===== src/rtl/flash_seq_defs.vh =====
// Shared constants of the serial flash command sequencer
`ifndef FLASH_SEQ_DEFS_VH
`define FLASH_SEQ_DEFS_VH

// ***************************************************************
// Command opcodes
// ***************************************************************
`define OP_WRITE_ENABLE     8'h06
`define OP_WRITE_DISABLE    8'h04
`define OP_STATUS_READ_LO   8'h05
`define OP_STATUS_READ_HI   8'h35
`define OP_VOLATILE_ENABLE  8'h50
`define OP_STATUS_WRITE     8'h01
`define OP_READ             8'h03
`define OP_FAST_READ        8'h0b
`define OP_DUAL_OUT_READ    8'h3b
`define OP_QUAD_OUT_READ    8'h6b
`define OP_DUAL_IO_READ     8'hbb

// ***************************************************************
// Status word bit positions
// ***************************************************************
`define SR_WIP              0
`define SR_WEL              1
`define SR_STATUS_PROTECT_LOWER             7
`define SR_STATUS_PROTECT_UPPER             8
`define SR_QE               9
`define SR_RESERVED         15
`define SR_NV_RESET         13'h0000
`define CRM_ENTER_CODE      2'h2

// ***************************************************************
// Timing
// ***************************************************************
`define CLK_MHZ             50
`define NORMAL_READ_MAX_MHZ 50
`define STATUS_WRITE_US     5000
`define STATUS_WRITE_CYCLES (`STATUS_WRITE_US * `CLK_MHZ)

`endif

===== src/rtl/byte_skid_buffer.v =====
// Two-entry valid/ready buffer between memory read data and the shifter
`timescale 1ns/1ps
module byte_skid_buffer #(
  parameter WIDTH = 8
) (
  input  wire             clk,
  input  wire             reset_n,
  input  wire             ce,
  input  wire             flush,
  input  wire             in_valid,
  output reg              in_ready,
  input  wire [WIDTH-1:0] in_data,
  output wire             out_valid,
  input  wire             out_ready,
  output wire [WIDTH-1:0] out_data
);

  reg [WIDTH-1:0] slot0_reg;
  reg [WIDTH-1:0] slot1_reg;
  reg [1:0]       count_reg;
  reg [1:0]       count_next;
  wire            push;
  wire            pop;

  assign push      = in_valid & in_ready;
  assign pop       = out_valid & out_ready;
  assign out_valid = (count_reg != 2'h0);
  assign out_data  = slot0_reg;

  // Occupancy; ready is registered so the source sees a clean flop
  always @* begin
    count_next = count_reg;
    if (flush)
      count_next = 2'h0;
    else if (push & ~pop)
      count_next = count_reg + 2'h1;
    else if (pop & ~push)
      count_next = count_reg - 2'h1;
  end

  // Slot 0 is always the head; slot 1 only holds the second word
  always @(posedge clk) begin
    if (!reset_n) begin
      count_reg <= 2'h0;
      in_ready  <= 1'b0;
      slot0_reg <= {WIDTH{1'b0}};
      slot1_reg <= {WIDTH{1'b0}};
    end else if (ce) begin
      count_reg <= count_next;
      in_ready  <= (count_next != 2'h2);
      if (pop) begin
        slot0_reg <= (count_reg == 2'h2) ? slot1_reg : in_data;
        if (push && count_reg == 2'h2)
          slot1_reg <= in_data;
      end else if (push) begin
        if (count_reg == 2'h0)
          slot0_reg <= in_data;
        else
          slot1_reg <= in_data;
      end
    end
  end

endmodule // byte_skid_buffer


===== src/rtl/flash_cmd_seq.v =====
// Serial flash status and read command sequencer
`timescale 1ns/1ps
`include "flash_seq_defs.vh"
module flash_cmd_seq #(
  parameter TW_CYCLES = `STATUS_WRITE_CYCLES
) (
  input  wire        clk,
  input  wire        reset_n,
  input  wire        ce,
  input  wire        sclk,
  input  wire        cs_n,
  input  wire [3:0]  io_in,
  output reg  [3:0]  io_out,
  output reg  [3:0]  io_oe,
  input  wire        ext_busy,
  input  wire        ext_done,
  output reg         mem_req,
  output reg  [23:0] mem_addr,
  input  wire [7:0]  mem_rdata,
  input  wire        mem_rdata_valid,
  output wire        mem_rdata_ready,
  output reg  [15:0] status_word,
  output reg         crm_active
);

  // ***************************************************************
  // Frame states
  // ***************************************************************
  localparam ST_IDLE  = 4'h0;
  localparam ST_CMD   = 4'h1;
  localparam ST_ADDR  = 4'h2;
  localparam ST_MODE  = 4'h3;
  localparam ST_DUMMY = 4'h4;
  localparam ST_DOUT  = 4'h5;
  localparam ST_SROUT = 4'h6;
  localparam ST_SRIN  = 4'h7;
  localparam ST_SINK  = 4'h8;

  localparam [23:0] TW_LAST = TW_CYCLES[23:0] - 24'h000001;

  // ***************************************************************
  // Pin synchronisers
  // ***************************************************************
  reg [5:0]  pin_s1_reg;
  reg [5:0]  pin_s2_reg;
  reg [5:0]  pin_s3_reg;
  wire       sclk_rise;
  wire       sclk_fall;
  wire       cs_fall;
  wire       cs_rise;
  wire       cs_low;
  wire [3:0] io_s;

  // Three stages; an edge counts once stages two and three disagree
  always @(posedge clk) begin
    if (!reset_n) begin
      pin_s1_reg <= 6'h3f;
      pin_s2_reg <= 6'h3f;
      pin_s3_reg <= 6'h3f;
    end else if (ce) begin
      pin_s1_reg <= {sclk, cs_n, io_in};
      pin_s2_reg <= pin_s1_reg;
      pin_s3_reg <= pin_s2_reg;
    end
  end

  assign sclk_rise = pin_s2_reg[5] & ~pin_s3_reg[5];
  assign sclk_fall = ~pin_s2_reg[5] & pin_s3_reg[5];
  assign cs_fall   = ~pin_s2_reg[4] & pin_s3_reg[4];
  assign cs_rise   = pin_s2_reg[4] & ~pin_s3_reg[4];
  assign cs_low    = ~pin_s3_reg[4];
  assign io_s      = pin_s2_reg[3:0];

  // ***************************************************************
  // Sequencer registers
  // ***************************************************************
  reg [3:0]  state_reg;
  reg [4:0]  cnt_reg;
  reg [23:0] shin_reg;
  reg        dual_in_reg;
  reg [1:0]  lanes_reg;
  reg        fast_reg;
  reg        mode_reg;
  reg        hi_sel_reg;
  reg [7:0]  shout_reg;
  reg [2:0]  units_reg;
  reg        wel_reg;
  reg        wip_reg;
  reg [23:0] tw_cnt_reg;
  reg [12:0] nv_reg;
  reg [12:0] vol_reg;
  reg [12:0] pend_reg;
  reg        vol_arm_reg;
  reg        vol_use_reg;
  reg        sr_ok_reg;
  reg        fetch_reg;
  reg        pending_reg;
  reg        drop_reg;
  wire [15:0] status_now;
  wire [7:0]  opcode;
  wire [1:0]  in_bits;
  wire [23:0] shin_next;
  wire        hw_protect;
  wire        buf_valid;
  wire [7:0]  buf_data;
  wire        buf_pop;
  wire        buf_flush;
  wire [7:0]  out_src;
  wire [7:0]  out_cur;
  wire [12:0] wr_bits;

  // Live status word; bit 15 is reserved and reads zero
  assign status_now = {1'b0, vol_reg, wel_reg, wip_reg};

  // Serial input takes line zero; dual input takes line one high
  assign in_bits   = dual_in_reg ? io_s[1:0] : {1'b0, io_s[0]};
  assign shin_next = dual_in_reg ? {shin_reg[21:0], in_bits}
                                 : {shin_reg[22:0], in_bits[0]};
  assign opcode    = shin_next[7:0];

  // Hardware lock: lower protect set, upper clear, protect pin low
  assign hw_protect = ~vol_reg[`SR_STATUS_PROTECT_UPPER-2] & vol_reg[`SR_STATUS_PROTECT_LOWER-2] & ~io_s[2];

  // Eight data bits clear quad enable and upper protect; with sixteen the
  // low status byte arrived first and sits one byte up in the shifter
  assign wr_bits = (cnt_reg == 5'd8)
                 ? {vol_reg[12:8], 2'b00, shin_reg[7:2]}
                 : {shin_reg[6:0], shin_reg[15:10]};

  // Output byte: memory data in reads, the chosen status byte otherwise
  assign out_src = (state_reg == ST_SROUT)
                 ? (hi_sel_reg ? status_now[15:8] : status_now[7:0])
                 : (buf_valid ? buf_data : 8'h00);
  assign out_cur = (units_reg == 3'd0) ? out_src : shout_reg;
  assign buf_pop = ce & sclk_fall & (state_reg == ST_DOUT) & (units_reg == 3'd0);
  assign buf_flush = cs_rise;

  // ***************************************************************
  // Command state machine
  // ***************************************************************
  always @(posedge clk) begin
    if (!reset_n) begin
      state_reg   <= ST_IDLE;
      cnt_reg     <= 5'd0;
      shin_reg    <= 24'h000000;
      dual_in_reg <= 1'b0;
      lanes_reg   <= 2'd0;
      fast_reg    <= 1'b0;
      mode_reg    <= 1'b0;
      hi_sel_reg  <= 1'b0;
      shout_reg   <= 8'h00;
      units_reg   <= 3'd0;
      wel_reg     <= 1'b0;
      wip_reg     <= 1'b0;
      tw_cnt_reg  <= 24'h000000;
      nv_reg      <= `SR_NV_RESET;
      vol_reg     <= `SR_NV_RESET;
      pend_reg    <= 13'h0000;
      vol_arm_reg <= 1'b0;
      vol_use_reg <= 1'b0;
      sr_ok_reg   <= 1'b0;
      fetch_reg   <= 1'b0;
      crm_active  <= 1'b0;
      io_out      <= 4'h0;
      io_oe       <= 4'h0;
      status_word <= 16'h0000;
      mem_addr    <= 24'h000000;
    end else if (ce) begin
      status_word <= status_now;
      // Completions clear the latch first so a same-cycle set still wins
      if (ext_done)
        wel_reg <= 1'b0;
      if (wip_reg) begin
        if (tw_cnt_reg == 24'h000000) begin
          wip_reg <= 1'b0;
          wel_reg <= 1'b0;
          nv_reg  <= pend_reg;
          vol_reg <= pend_reg;
        end else
          tw_cnt_reg <= tw_cnt_reg - 24'h000001;
      end
      if (mem_req)
        mem_addr <= mem_addr + 24'h000001;

      if (cs_rise) begin
        // Frame end: decide a status write, release lines, stop fetching
        if (state_reg == ST_SRIN && sr_ok_reg &&
            (cnt_reg == 5'd8 || cnt_reg == 5'd16)) begin
          if (vol_use_reg)
            vol_reg <= wr_bits;
          else begin
            pend_reg   <= wr_bits;
            wip_reg    <= 1'b1;
            tw_cnt_reg <= TW_LAST;
          end
        end
        state_reg <= ST_IDLE;
        io_oe     <= 4'h0;
        fetch_reg <= 1'b0;
      end else if (cs_fall) begin
        // Continuous mode enters straight at the dual address
        cnt_reg     <= 5'd0;
        units_reg   <= 3'd0;
        dual_in_reg <= crm_active;
        lanes_reg   <= crm_active ? 2'd1 : 2'd0;
        fast_reg    <= 1'b0;
        mode_reg    <= crm_active;
        state_reg   <= crm_active ? ST_ADDR : ST_CMD;
      end else if (sclk_rise && cs_low) begin
        shin_reg <= shin_next;
        cnt_reg  <= cnt_reg + (dual_in_reg ? 5'd2 : 5'd1);
        case (state_reg)
          ST_CMD: begin
            if (cnt_reg == 5'd7) begin
              cnt_reg   <= 5'd0;
              state_reg <= ST_SINK;
              case (opcode)
                `OP_WRITE_ENABLE:    wel_reg <= 1'b1;
                `OP_WRITE_DISABLE:   wel_reg <= 1'b0;
                `OP_VOLATILE_ENABLE: vol_arm_reg <= 1'b1;
                `OP_STATUS_READ_LO, `OP_STATUS_READ_HI: begin
                  hi_sel_reg <= (opcode == `OP_STATUS_READ_HI);
                  state_reg  <= ST_SROUT;
                end
                `OP_STATUS_WRITE: begin
                  // Volatile arm is spent by this write whatever happens
                  vol_use_reg <= vol_arm_reg;
                  vol_arm_reg <= 1'b0;
                  sr_ok_reg   <= (wel_reg | vol_arm_reg) & ~hw_protect
                                 & ~wip_reg;
                  state_reg   <= ST_SRIN;
                end
                `OP_READ: begin
                  if (!(wip_reg | ext_busy))
                    state_reg <= ST_ADDR;
                end
                `OP_FAST_READ: begin
                  fast_reg  <= 1'b1;
                  state_reg <= ST_ADDR;
                end
                `OP_DUAL_OUT_READ: begin
                  fast_reg  <= 1'b1;
                  lanes_reg <= 2'd1;
                  state_reg <= ST_ADDR;
                end
                `OP_QUAD_OUT_READ: begin
                  // Quad lanes carry the protect pin, so quad needs enable
                  fast_reg  <= 1'b1;
                  lanes_reg <= 2'd2;
                  if (vol_reg[`SR_QE-2])
                    state_reg <= ST_ADDR;
                end
                `OP_DUAL_IO_READ: begin
                  dual_in_reg <= 1'b1;
                  lanes_reg   <= 2'd1;
                  mode_reg    <= 1'b1;
                  state_reg   <= ST_ADDR;
                end
                default: state_reg <= ST_SINK;
              endcase
            end
          end
          ST_ADDR: begin
            if (cnt_reg == (dual_in_reg ? 5'd22 : 5'd23)) begin
              cnt_reg   <= 5'd0;
              mem_addr  <= shin_next;
              fetch_reg <= 1'b1;
              state_reg <= mode_reg ? ST_MODE : (fast_reg ? ST_DUMMY : ST_DOUT);
            end
          end
          ST_MODE: begin
            if (cnt_reg == 5'd6) begin
              crm_active <= (shin_next[5:4] == `CRM_ENTER_CODE);
              state_reg  <= ST_DOUT;
            end
          end
          ST_DUMMY: begin
            if (cnt_reg == 5'd7)
              state_reg <= ST_DOUT;
          end
          ST_SRIN: begin
            // Saturate past sixteen so an overlong write stays invalid
            if (cnt_reg == 5'd17)
              cnt_reg <= 5'd17;
          end
          default: cnt_reg <= 5'd0;
        endcase
      end else if (sclk_fall && cs_low &&
                   (state_reg == ST_DOUT || state_reg == ST_SROUT)) begin
        // Drive on falling edges, MSB group first on the active lanes
        case (lanes_reg)
          2'd1: begin
            io_out    <= {2'b00, out_cur[7:6]};
            io_oe     <= 4'h3;
            shout_reg <= {out_cur[5:0], 2'b00};
            units_reg <= (units_reg == 3'd0) ? 3'd3 : units_reg - 3'd1;
          end
          2'd2: begin
            io_out    <= out_cur[7:4];
            io_oe     <= 4'hf;
            shout_reg <= {out_cur[3:0], 4'h0};
            units_reg <= (units_reg == 3'd0) ? 3'd1 : units_reg - 3'd1;
          end
          default: begin
            io_out    <= {2'b00, out_cur[7], 1'b0};
            io_oe     <= 4'h2;
            shout_reg <= {out_cur[6:0], 1'b0};
            units_reg <= (units_reg == 3'd0) ? 3'd7 : units_reg - 3'd1;
          end
        endcase
      end
    end
  end

  // ***************************************************************
  // Memory fetch, one request outstanding at a time
  // ***************************************************************
  wire buf_in_ready;
  wire rsp_take;

  assign rsp_take        = mem_rdata_valid & buf_in_ready;
  assign mem_rdata_ready = buf_in_ready;

  // A reply still in flight at frame end is dropped, not buffered
  always @(posedge clk) begin
    if (!reset_n) begin
      mem_req     <= 1'b0;
      pending_reg <= 1'b0;
      drop_reg    <= 1'b0;
    end else if (ce) begin
      mem_req <= fetch_reg & ~cs_rise & ~pending_reg & ~mem_req & buf_in_ready
                 & ~drop_reg;
      if (mem_req)
        pending_reg <= 1'b1;
      else if (rsp_take)
        pending_reg <= 1'b0;
      if (cs_rise && (pending_reg || mem_req))
        drop_reg <= 1'b1;
      else if (rsp_take)
        drop_reg <= 1'b0;
    end
  end

  byte_skid_buffer #(
    .WIDTH (8)
  ) u_rd_buf (
    .clk       (clk),
    .reset_n   (reset_n),
    .ce        (ce),
    .flush     (buf_flush),
    .in_valid  (mem_rdata_valid & ~drop_reg),
    .in_ready  (buf_in_ready),
    .in_data   (mem_rdata),
    .out_valid (buf_valid),
    .out_ready (buf_pop),
    .out_data  (buf_data)
  );

endmodule // flash_cmd_seq


===== config.mk =====
export PLATFORM = sky130hd
export DESIGN_NAME = flash_cmd_seq
export DESIGN_NICKNAME = d
export VERILOG_FILES = /design/src/rtl/byte_skid_buffer.v /design/src/rtl/flash_cmd_seq.v
export VERILOG_INCLUDE_DIRS = /design/src /design/src/rtl
export SDC_FILE = /design/constraint.sdc
export NUM_CORES = 1
export LEC_CHECK = 0
export BUFFER_PORTS_ARGS = -buffer_cell sky130_fd_sc_hd__clkbuf_2
export CAP_MARGIN = 20
export CORE_ASPECT_RATIO = 2
export CORE_MARGIN = 1.5
export CORE_UTILIZATION = 61
export CTS_CLUSTER_DIAMETER = 60
export DETAILED_ROUTE_END_ITERATION = 7
export PLACE_DENSITY = 0.8
export SLEW_MARGIN = 0
export SYNTH_ARGS = -nofsm -noshare
export SYNTH_HDL_FRONTEND = slang
export SYNTH_SLANG_ARGS = --single-unit

===== constraint.sdc =====
create_clock -name clk -period 3.43 [get_ports clk]
set_clock_uncertainty 0.1 [all_clocks]
set_input_delay 0.1715 -clock clk [delete_from_list [all_inputs] [get_ports clk]]
set_output_delay 0.1715 -clock clk [all_outputs]
set_load 0.05 [all_outputs]

==> flow_summary.toml, run 1 <==
[outcome]
status = "completed"

[clock_network]
max-clock-path-buffers = 2
path_clk_slew_ns = 0.08
h-tree-depth = 4
cts_tree = "built"
cts_sinks = 184
clk_latency_ns = 0.45
cts_resized = 0
cts_root_buf = "clkbuf_16"
cts_buffers = 17

[timing]
slew_violations = 0
fin_tns_setup_ns = 0
post-route-period-util_pct = 83.0
final_hold_viol_count = 0
setup_violations = 0
period_minus_slack_ns = 2.85
setup_slack_ns = 0.582
timing.fmax_ghz = 0.351
rsz0062_at_grt = "false"
worstMarginPinSlew_ns = 0.996
relSlewSlack_pct = 32.9
holdWs_ns = 0.0372

[worst_setup_path]
cp_top_family = "simple AND/OR/NAND/NOR gates"
cpPeakStageDelay_ns = 0.58
path_max_fanout = 9
end_kind = "register"
critPathKind = "reg -> reg"
worstPathRequired_ns = 3.69
crit_arrival_ns = 3.11
startpoint_type = "register"
crit_top_cell = "or4_4"
cp_slowest_cell = "or4b_4"
crit_buf_inv = 0
crit_chain = "or4_4, or4_4, or4b_4, a21oi_4, o221ai_1, a21oi_1"

[logic_synthesis]
synth_flop_cell = "dfxtp_1"
synthTopCellsByArea = "dfxtp_1, mux2i_1, nor2_1, nand2_1, a21oi_1"
syn_nets = 1212
ys_async_sr_fraction_pct = 0
yosysSeqAreaShare_pct = 37.6
syn_area_per_cell_um2 = 8.32
synth_area_leader_cell = "dfxtp_1"
yosys_warnings = 0
ys_ff_latch = 184
netlist_area_um2 = 9810
synth_top_area_share_pct = 37.6
netlist-cell-type-count = 77
synthCells = 1178
synth_edf_count = 0

[detailed_routing]
wl_per_cell_um = 19.2
drtIter0Drc = 612
routed-via-count = 9102
viasPerCell = 6.38
first_pass_iters = 5
drtAntennaViolNets = 0
wl_um = 27400
drc_errors = 0

[final_layout]
diodes = 0
fin_nets = 1247
syn_to_final_growth_pct = 11.8
drive_gt1_share_pct = 14.3
utilization_pct = 69.5
stdcell_count = 1427
finish.instance_area_um2 = 11000

[global_routing]
grt_max_degree = 64
grt_use_total_pct = 33.1
grt_first_pass_wirelength_um = 44700
antenna_found_initial = 0
overflow = 0
grt_pass1_vias = 9037

[place]
dp_cells = 1382
io_buffers = 68
place_ws_ns = 0.629
hpwlAfterDp_um = 19100
gp_congestion = 0.979
dpl_cell_area_um2 = 10200

[die]
pin_count = 71
die_area_um2 = 16900
core_um2 = 15800
start_util_pct = 62.1
rows = 65
die_h_um = 182
chipWidth_um = 92.7

[power_and_ir_drop]
power_mw = 4.47
power_density_nw_per_um2 = 408
leakage_nw = 4.14
ir_drop_uv = 330

[hold_path]
hp-class = "in -> reg"

[flow_run]
cap_violations = 0
[tightest hold or removal path, cell delays in order]
cell and delay (ns):
clkbuf_2 0.11, nand3_1 0.11, a21oi_1 0.07, nor2_1 0.07
[synthesized netlist by cell type (all sizes together) (10+ instances only)]
library cell / n
buf: 13
a32o: 10
nand2b: 17
o21a: 14
nand3: 31
nor2: 153
xnor2: 19
or3: 15
nand4: 11
nor4: 22
and3: 11
a31oi: 12
nand2: 97
mux2i: 79
o21ai: 44
mux2: 18
nor2b: 12
ha: 13
inv: 35
a211oi: 42
a21oi: 65
dfxtp: 184
nor3: 27
clkbuf: 77
[where the power goes]
| group | internal, mW | switching [mW] |
|---|---|---|
| Clock | 1.05 | 0.965 |
| Combinational | 0.101 | 0.173 |
| Sequential | 2.15 | 0.0213 |
| Total | 3.31 | 1.16 |
[path summary, 6_finish.rpt]
kind | start | end | slack [ns] | depth (start not counted)
max | tw_cnt_reg[10] | vol_reg[3] | 0.58 | 6
min | mem_rdata_valid | drop_reg | 0.04 | 4
max reg2reg | tw_cnt_reg[10] | vol_reg[3] | 0.58 | 6
min reg2reg | pend_reg[5] | vol_reg[5] | 0.36 | 2
[timing repair]
action                    in CTS  in global routing
hold buffers                  13                  0
hold endpoints to repair      20                  0
setup buffers                  0                  0
[kinds of logic after synthesis]
family / count (synthesis) / share of synthesized area [%]
flip-flops: 184 / 37.6
AO/OA/AOI/OAI: 285 / 20.2
multiplexers: 97 / 10.1
AND/OR/NAND/NOR: 442 / 22.5
adder cells (fa/ha/maj): 16 / 2.07
buffers and inverters: 126 / 5.07
XOR/XNOR: 27 / 2.41
other: 1 / 0.0382
[routing by layer]
metal  part of all wire, %  track usage (%)
met1                    37             34.6
met4                   6.1             21.9
met5                     0                0
met2                    53             60.4
met3                   3.8             4.33
[cells in the final DEF (no fill, tap or decap), types with 15 or more instances in the layout]
| master | count |
|---|---|
| dfxtp_1 | 183 |
| nor2_1 | 153 |
| nand2_1 | 97 |
| mux2i_1 | 79 |
| clkbuf_2 | 67 |
| a21oi_1 | 64 |
| o21ai_0 | 44 |
| a211oi_1 | 42 |
| inv_1 | 35 |
| nand3_1 | 31 |
| nor3_1 | 26 |
| buf_4 | 26 |
| xnor2_1 | 19 |
| nor4_1 | 19 |
| mux2_2 | 18 |
| nand2b_1 | 17 |
| clkbuf_16 | 17 |
| or3_1 | 15 |
[layout make-up]
type                    count  area, µm²
well taps                 201        251
inverters                  36        136
fillers                  1311       4820
clock buffers              18        439
repair buffers            106        661
multi-input cells         868       5630
flip-flops and latches    184       3680
clock inverters            14        155
No activity file was read; power rests on OpenSTA's default activity.
==> run 2: changes to the inputs <==
CORE_UTILIZATION = 55   (was 61)
PLACE_DENSITY = 0.76   (was 0.8)
clock period = 2.4 ns   (was 3.43 ns; I/O delays follow)
==> flow_summary.toml, run 2 (synthesis results as in run 1) <==
[worst_setup_path]
crit_chain = "or4_4, or4_4, or4b_4, a21oi_4, o221ai_1, a21oi_1"
startpoint_type = "register"
cp_slowest_cell = "or4_4"
crit_buf_inv = 0
cpPeakStageDelay_ns = 0.53
cp_top_family = "simple AND/OR/NAND/NOR gates"
path_max_fanout = 8
worstPathRequired_ns = 2.67
critPathKind = "reg -> reg"
end_kind = "register"
crit_arrival_ns = 2.84
crit_top_cell = "or4_4"

[hold_path]
hp-class = "in -> reg"

[timing]
period_minus_slack_ns = 2.57
timing.fmax_ghz = 0.389
setup_slack_ns = -0.173
final_hold_viol_count = 0
post-route-period-util_pct = 107
worstMarginPinSlew_ns = 0.565
setup_violations = 21
holdWs_ns = 0.0228
slew_violations = 0
relSlewSlack_pct = 62.3
fin_tns_setup_ns = -1.49
rsz0062_at_grt = "true"

[global_routing]
grt_first_pass_wirelength_um = 46600
antenna_found_initial = 0
grt_pass1_vias = 9114
grt_max_degree = 51
grt_use_total_pct = 31.3
overflow = 0

[detailed_routing]
wl_um = 29400
drtIter0Drc = 546
first_pass_iters = 5
drc_errors = 0
viasPerCell = 6.24
drtAntennaViolNets = 0
routed-via-count = 9487
wl_per_cell_um = 19.4

[final_layout]
fillerInstances = 1407
fin_nets = 1331
syn_to_final_growth_pct = 21.3
stdcell_count = 1520
drive_gt1_share_pct = 21.1
diodes = 0
finish.instance_area_um2 = 11900
final_cell_mix = "dfxtp_1, nor2_1, buf_4, nand2_1, mux2i_1"
layout_commonest_cell = "dfxtp_1"

[clock_network]
path_clk_slew_ns = 0.07
clk_latency_ns = 0.44
cts_sinks = 184
cts_root_buf = "clkbuf_16"
cts_tree = "built"
h-tree-depth = 4
max-clock-path-buffers = 2
cts_buffers = 17

[place]
gp_congestion = 0.941
dpl_cell_area_um2 = 11000
hpwlAfterDp_um = 21500
dp_cells = 1471
place_ws_ns = -0.137
io_buffers = 68

[power_and_ir_drop]
power_density_nw_per_um2 = 556
leakage_nw = 4.62
ir_drop_uv = 432

[die]
pin_count = 71
core_um2 = 17400
start_util_pct = 56.5
die_h_um = 192
chipWidth_um = 97.4
die_area_um2 = 18700
rows = 68

[outcome]
failed_checks = "negative setup slack"
status = "finished with violations"

[flow_run]
cap_violations = 0
[run 2: cell types whose count changed in the layout (fill, tap and decap cells not counted), sizes merged]
cell	delta
clkinv	-2
buf	+83
inv	+1
clkinvlp	-1
dlygate4sd3	+1
bufinv	+2
[run 2: final cells by class]
| type | instances | area, µm² | area share, % |
|---|---|---|---|
| clock inverters | 14 | 201 | 1.69 |
| inverters | 36 | 136 | 1.15 |
| repair buffers | 190 | 1390 | 11.7 |
| flip-flops and latches | 184 | 3690 | 31.0 |
| multi-input cells | 868 | 5770 | 48.5 |
| well taps | 210 | 263 | 2.21 |
| clock buffers | 18 | 439 | 3.69 |
[run 2: layer usage]
layer | routed length (µm) | global-route usage, % | part of all wire (%)
met2 | 15800 | 58.1 | 54
met5 | 0 | 0 | 0
met4 | 1790 | 21.0 | 6.1
met1 | 10700 | 32.1 | 36
met3 | 1130 | 4.40 | 3.8
[run 2: worst reg2reg max path: stages (launching register included)]
cell,delay (ns)
dfxtp_1,0.32
or4_4,0.54
or4_4,0.44
or4b_4,0.53
a21oi_4,0.24
o221ai_1,0.19
a21oi_1,0.16
[run 2: metrics by stage]
stage,utilization [%],power (mW)
CTS,68.0,6.63
global route,68.5,6.81
global placement,63.2,3.58
floorplan,-,3.43
finish,68.5,6.61
detailed placement,63.2,3.58
[run 2: repair_timing]
| item | CTS | global route |
|---|---|---|
| gates cloned | 0 | 0 |
| hold buffers | 14 | 0 |
| pin swaps | 4 | 6 |
| endpoints found under the hold margin | 22 | 0 |
| gates resized for setup | 9 | 17 |
| setup buffers | 2 | 1 |
| endpoints found under the setup margin | 28 | 45 |
[run 2: final timing paths]
| check | from | endpoint | slack [ns] | cells after the start |
|---|---|---|---|---|
| worst max register to register | tw_cnt_reg[13] | vol_reg[2] | -0.17 | 6 |
| worst max-delay path | tw_cnt_reg[13] | vol_reg[2] | -0.17 | 6 |
| worst min-delay path | ce | pending_reg | 0.02 | 3 |
| worst min register to register | shout_reg[7] | shout_reg[7] | 0.36 | 2 |
[run 2: power breakdown]
group          leakage (nW)  switching [mW]  total (mW)  internal (mW)
sequential             1.49          0.0244        3.10           3.08
clock                 0.314            1.35        3.07           1.72
combinational          2.82           0.266       0.441          0.175
==> run 3: changes to the inputs <==
CORE_UTILIZATION = 30   (was 55)
PLACE_DENSITY = 0.46   (was 0.76)
SETUP_SLACK_MARGIN = 0.3   (was default)
SYNTH_HIERARCHICAL = 1   (was default)
==> flow_summary.toml, run 3 <==
[outcome]
status = "completed"

[logic_synthesis]
synthTopCellsByArea = "dfxtp_1, mux2i_1, nor2_1, nand2_1, a21oi_1"
ys_ff_latch = 184
syn_area_per_cell_um2 = 8.23
synth_top_area_share_pct = 37.8
synth_area_leader_cell = "dfxtp_1"
yosysSeqAreaShare_pct = 37.8
synth_flop_cell = "dfxtp_1"
yosysMostFrequentCell = "dfxtp_1"
syn_nets = 1216
ys_async_sr_fraction_pct = 0
yosys_warnings = 6
synth.top_cells.by_count = "dfxtp_1, nor2_1, nand2_1"
synth_edf_count = 0
netlist_area_um2 = 9730
synthCells = 1182
netlist-cell-type-count = 88

[timing]
holdWs_ns = 0.00587
worstMarginPinSlew_ns = 0.640
post-route-period-util_pct = 94.7
slew_violations = 0
rsz0062_at_grt = "true"
setup_violations = 0
final_hold_viol_count = 0
fin_tns_setup_ns = 0
period_minus_slack_ns = 2.27
relSlewSlack_pct = 57.3
timing.fmax_ghz = 0.440

[place]
io_buffers = 68
dpl_cell_area_um2 = 11000
gp_congestion = 0.818
hpwlAfterDp_um = 22200

[detailed_routing]
first_pass_iters = 5
wl_per_cell_um = 18.6
drc_errors = 0
routed-via-count = 9348
viasPerCell = 5.22
wl_um = 33300
drtIter0Drc = 407
drtAntennaViolNets = 0

[power_and_ir_drop]
pwr-share-clk_pct = 44.1
power_frac_seq_pct = 47.8
power_frac_comb_pct = 8.1
p_int_mw = 4.74
ir_drop_uv = 486
p_sw_mw = 1.72
power_density_nw_per_um2 = 481
leakage_nw = 5.05
switching_share_pct = 26.7

[die]
die_h_um = 258
pin_count = 71
core_um2 = 32100
start_util_pct = 30.3
rows = 93
die_area_um2 = 33600
chipWidth_um = 130

[clock_network]
path_clk_slew_ns = 0.07
cts_buffers = 17
max-clock-path-buffers = 2
h-tree-depth = 4
clk_latency_ns = 0.46
cts_root_buf = "clkbuf_16"
cts_tree = "built"
cts_sinks = 184

[worst_setup_path]
rrSetupSlack_ns = 0.13
end_kind = "register"
cp_slowest_cell = "or4_4"
crit_arrival_ns = 2.49
crit_chain = "or4_4, or4_4, o31ai_4, or3_1, xor2_1, a21oi_1"
crit_top_cell = "or4_4"
cpPeakStageDelay_ns = 0.53
worstPathRequired_ns = 2.62
critPathKind = "reg -> reg"
r2r-start = "tw_cnt_reg[15]"
startpoint_type = "register"
r2r_end = "tw_cnt_reg[7]"
r2r_cells = 6
path_max_fanout = 5

[hold_path]
hold_path_depth = 3
worstHoldStart = "reset_n"
hp-class = "in -> reg"
hold_end = "pin_s1_reg[5]"

[final_layout]
final_cell_mix = "dfxtp_1, nor2_1, nand2_1, buf_4, a21oi_1"
drive_gt1_share_pct = 31.8
diodes = 0
fin_nets = 1384
finish.instance_area_um2 = 13400
syn_to_final_growth_pct = 38.1
layout_commonest_cell = "dfxtp_1"

[global_routing]
grt_pass1_vias = 9205
grt_max_degree = 112
grt_first_pass_wirelength_um = 50800
grt_use_total_pct = 19.6
antenna_found_initial = 0
overflow = 0

[flow_run]
cap_violations = 0
==> run 3: cell count changes in the layout (fill, tap and decap cells not counted), sizes merged, moves of 9 or more <==
cell   change
o31ai     +10
inv       -11
nor4      -11
a21oi     +11
o21ai     +18
mux2i      -9
nand3     +13
nand2     +20
nor2      -15
a32o       -9
buf       +44
==> run 3: per-stage QoR <==
stage	util (%)	power, mW	instances	setup slack (ns)
3_3_place_gp	34.4	3.58	1665	0.00703
2_1_floorplan	-	3.43	1182	0.225
5_1_grt	41.8	6.70	1790	0.0481
6_report	41.8	6.47	1790	0.127
4_1_cts	39.0	6.50	1752	0.110
3_5_place_dp	34.4	3.58	1666	0.0236
==> run 3: worst max-delay path: cells and delay by family, from the launching register on <==
family / cells / cell delay, ns
flops: 1 / 0.32
compound gates: 2 / 0.38
xor+xnor: 1 / 0.15
simple gates: 3 / 1.20
==> run 3: how the worst max path moves through the flow <==
stage	start	to
detailed placement	units_reg[0]	u_rd_buf/out_data[4]
floorplan	tw_cnt_reg[15]	tw_cnt_reg[7]
finish	tw_cnt_reg[15]	tw_cnt_reg[7]
global placement	units_reg[2]	u_rd_buf/slot1_reg[7]
CTS	tw_cnt_reg[15]	tw_cnt_reg[7]
global route	tw_cnt_reg[15]	vol_reg[5]
==> run 3: cells by family (layout without fill, tap and decap cells) <==
| logic type | count (synthesis) | in the layout | synth area share, % |
|---|---|---|---|
| buffers and inverters | 115 | 296 | 4.87 |
| other | 1 | 1 | 0.0385 |
| flip-flops | 184 | 184 | 37.8 |
| adder cells (fa/ha/maj) | 14 | 14 | 1.88 |
| AO/OA/AOI/OAI | 298 | 298 | 20.4 |
| AND/OR/NAND/NOR | 463 | 463 | 24.2 |
| XOR/XNOR | 27 | 27 | 2.43 |
| multiplexers | 80 | 80 | 8.36 |
==> run 3: layout make-up <==
| cell class | count | area [µm²] |
|---|---|---|
| Tap cell | 427 | 534 |
| Timing Repair Buffer | 239 | 2110 |
| Multi-Input combinational cell | 883 | 6350 |
| Inverter | 25 | 97.6 |
| Clock buffer | 19 | 433 |
| Fill cell | 3287 | 18700 |
| Clock inverter | 13 | 135 |
| Sequential cell | 184 | 3770 |
==> run 3: metal layers <==
layer / vias to the layer above / wire, µm / part of all wire, % / track usage (%)
li1: 4582 / - / - / -
met1: 4548 / 12800 / 38 / 21.0
met2: 160 / 18800 / 57 / 37.9
met3: 58 / 696 / 2.1 / 2.61
met4: 0 / 1030 / 3.1 / 7.33
met5: - / 0 / 0 / 0
==> run 3: power by group through the flow <==
stage / combinational (mW) / clock (mW) / sequential [mW]
floorplan: 0.268 / 0 / 3.16
global placement: 0.421 / 0 / 3.16
detailed placement: 0.421 / 0 / 3.16
CTS: 0.476 / 2.93 / 3.09
global route: 0.563 / 3.04 / 3.10
finish: 0.524 / 2.85 / 3.09
==> run 3: timing repair <==
item,4_1_cts,5_1_grt
setup buffers,34,34
setup endpoints to repair,93,111
hold endpoints to repair,24,0
pin swaps,33,68
hold buffers,15,0
resized for setup,95,142
gates cloned,5,4
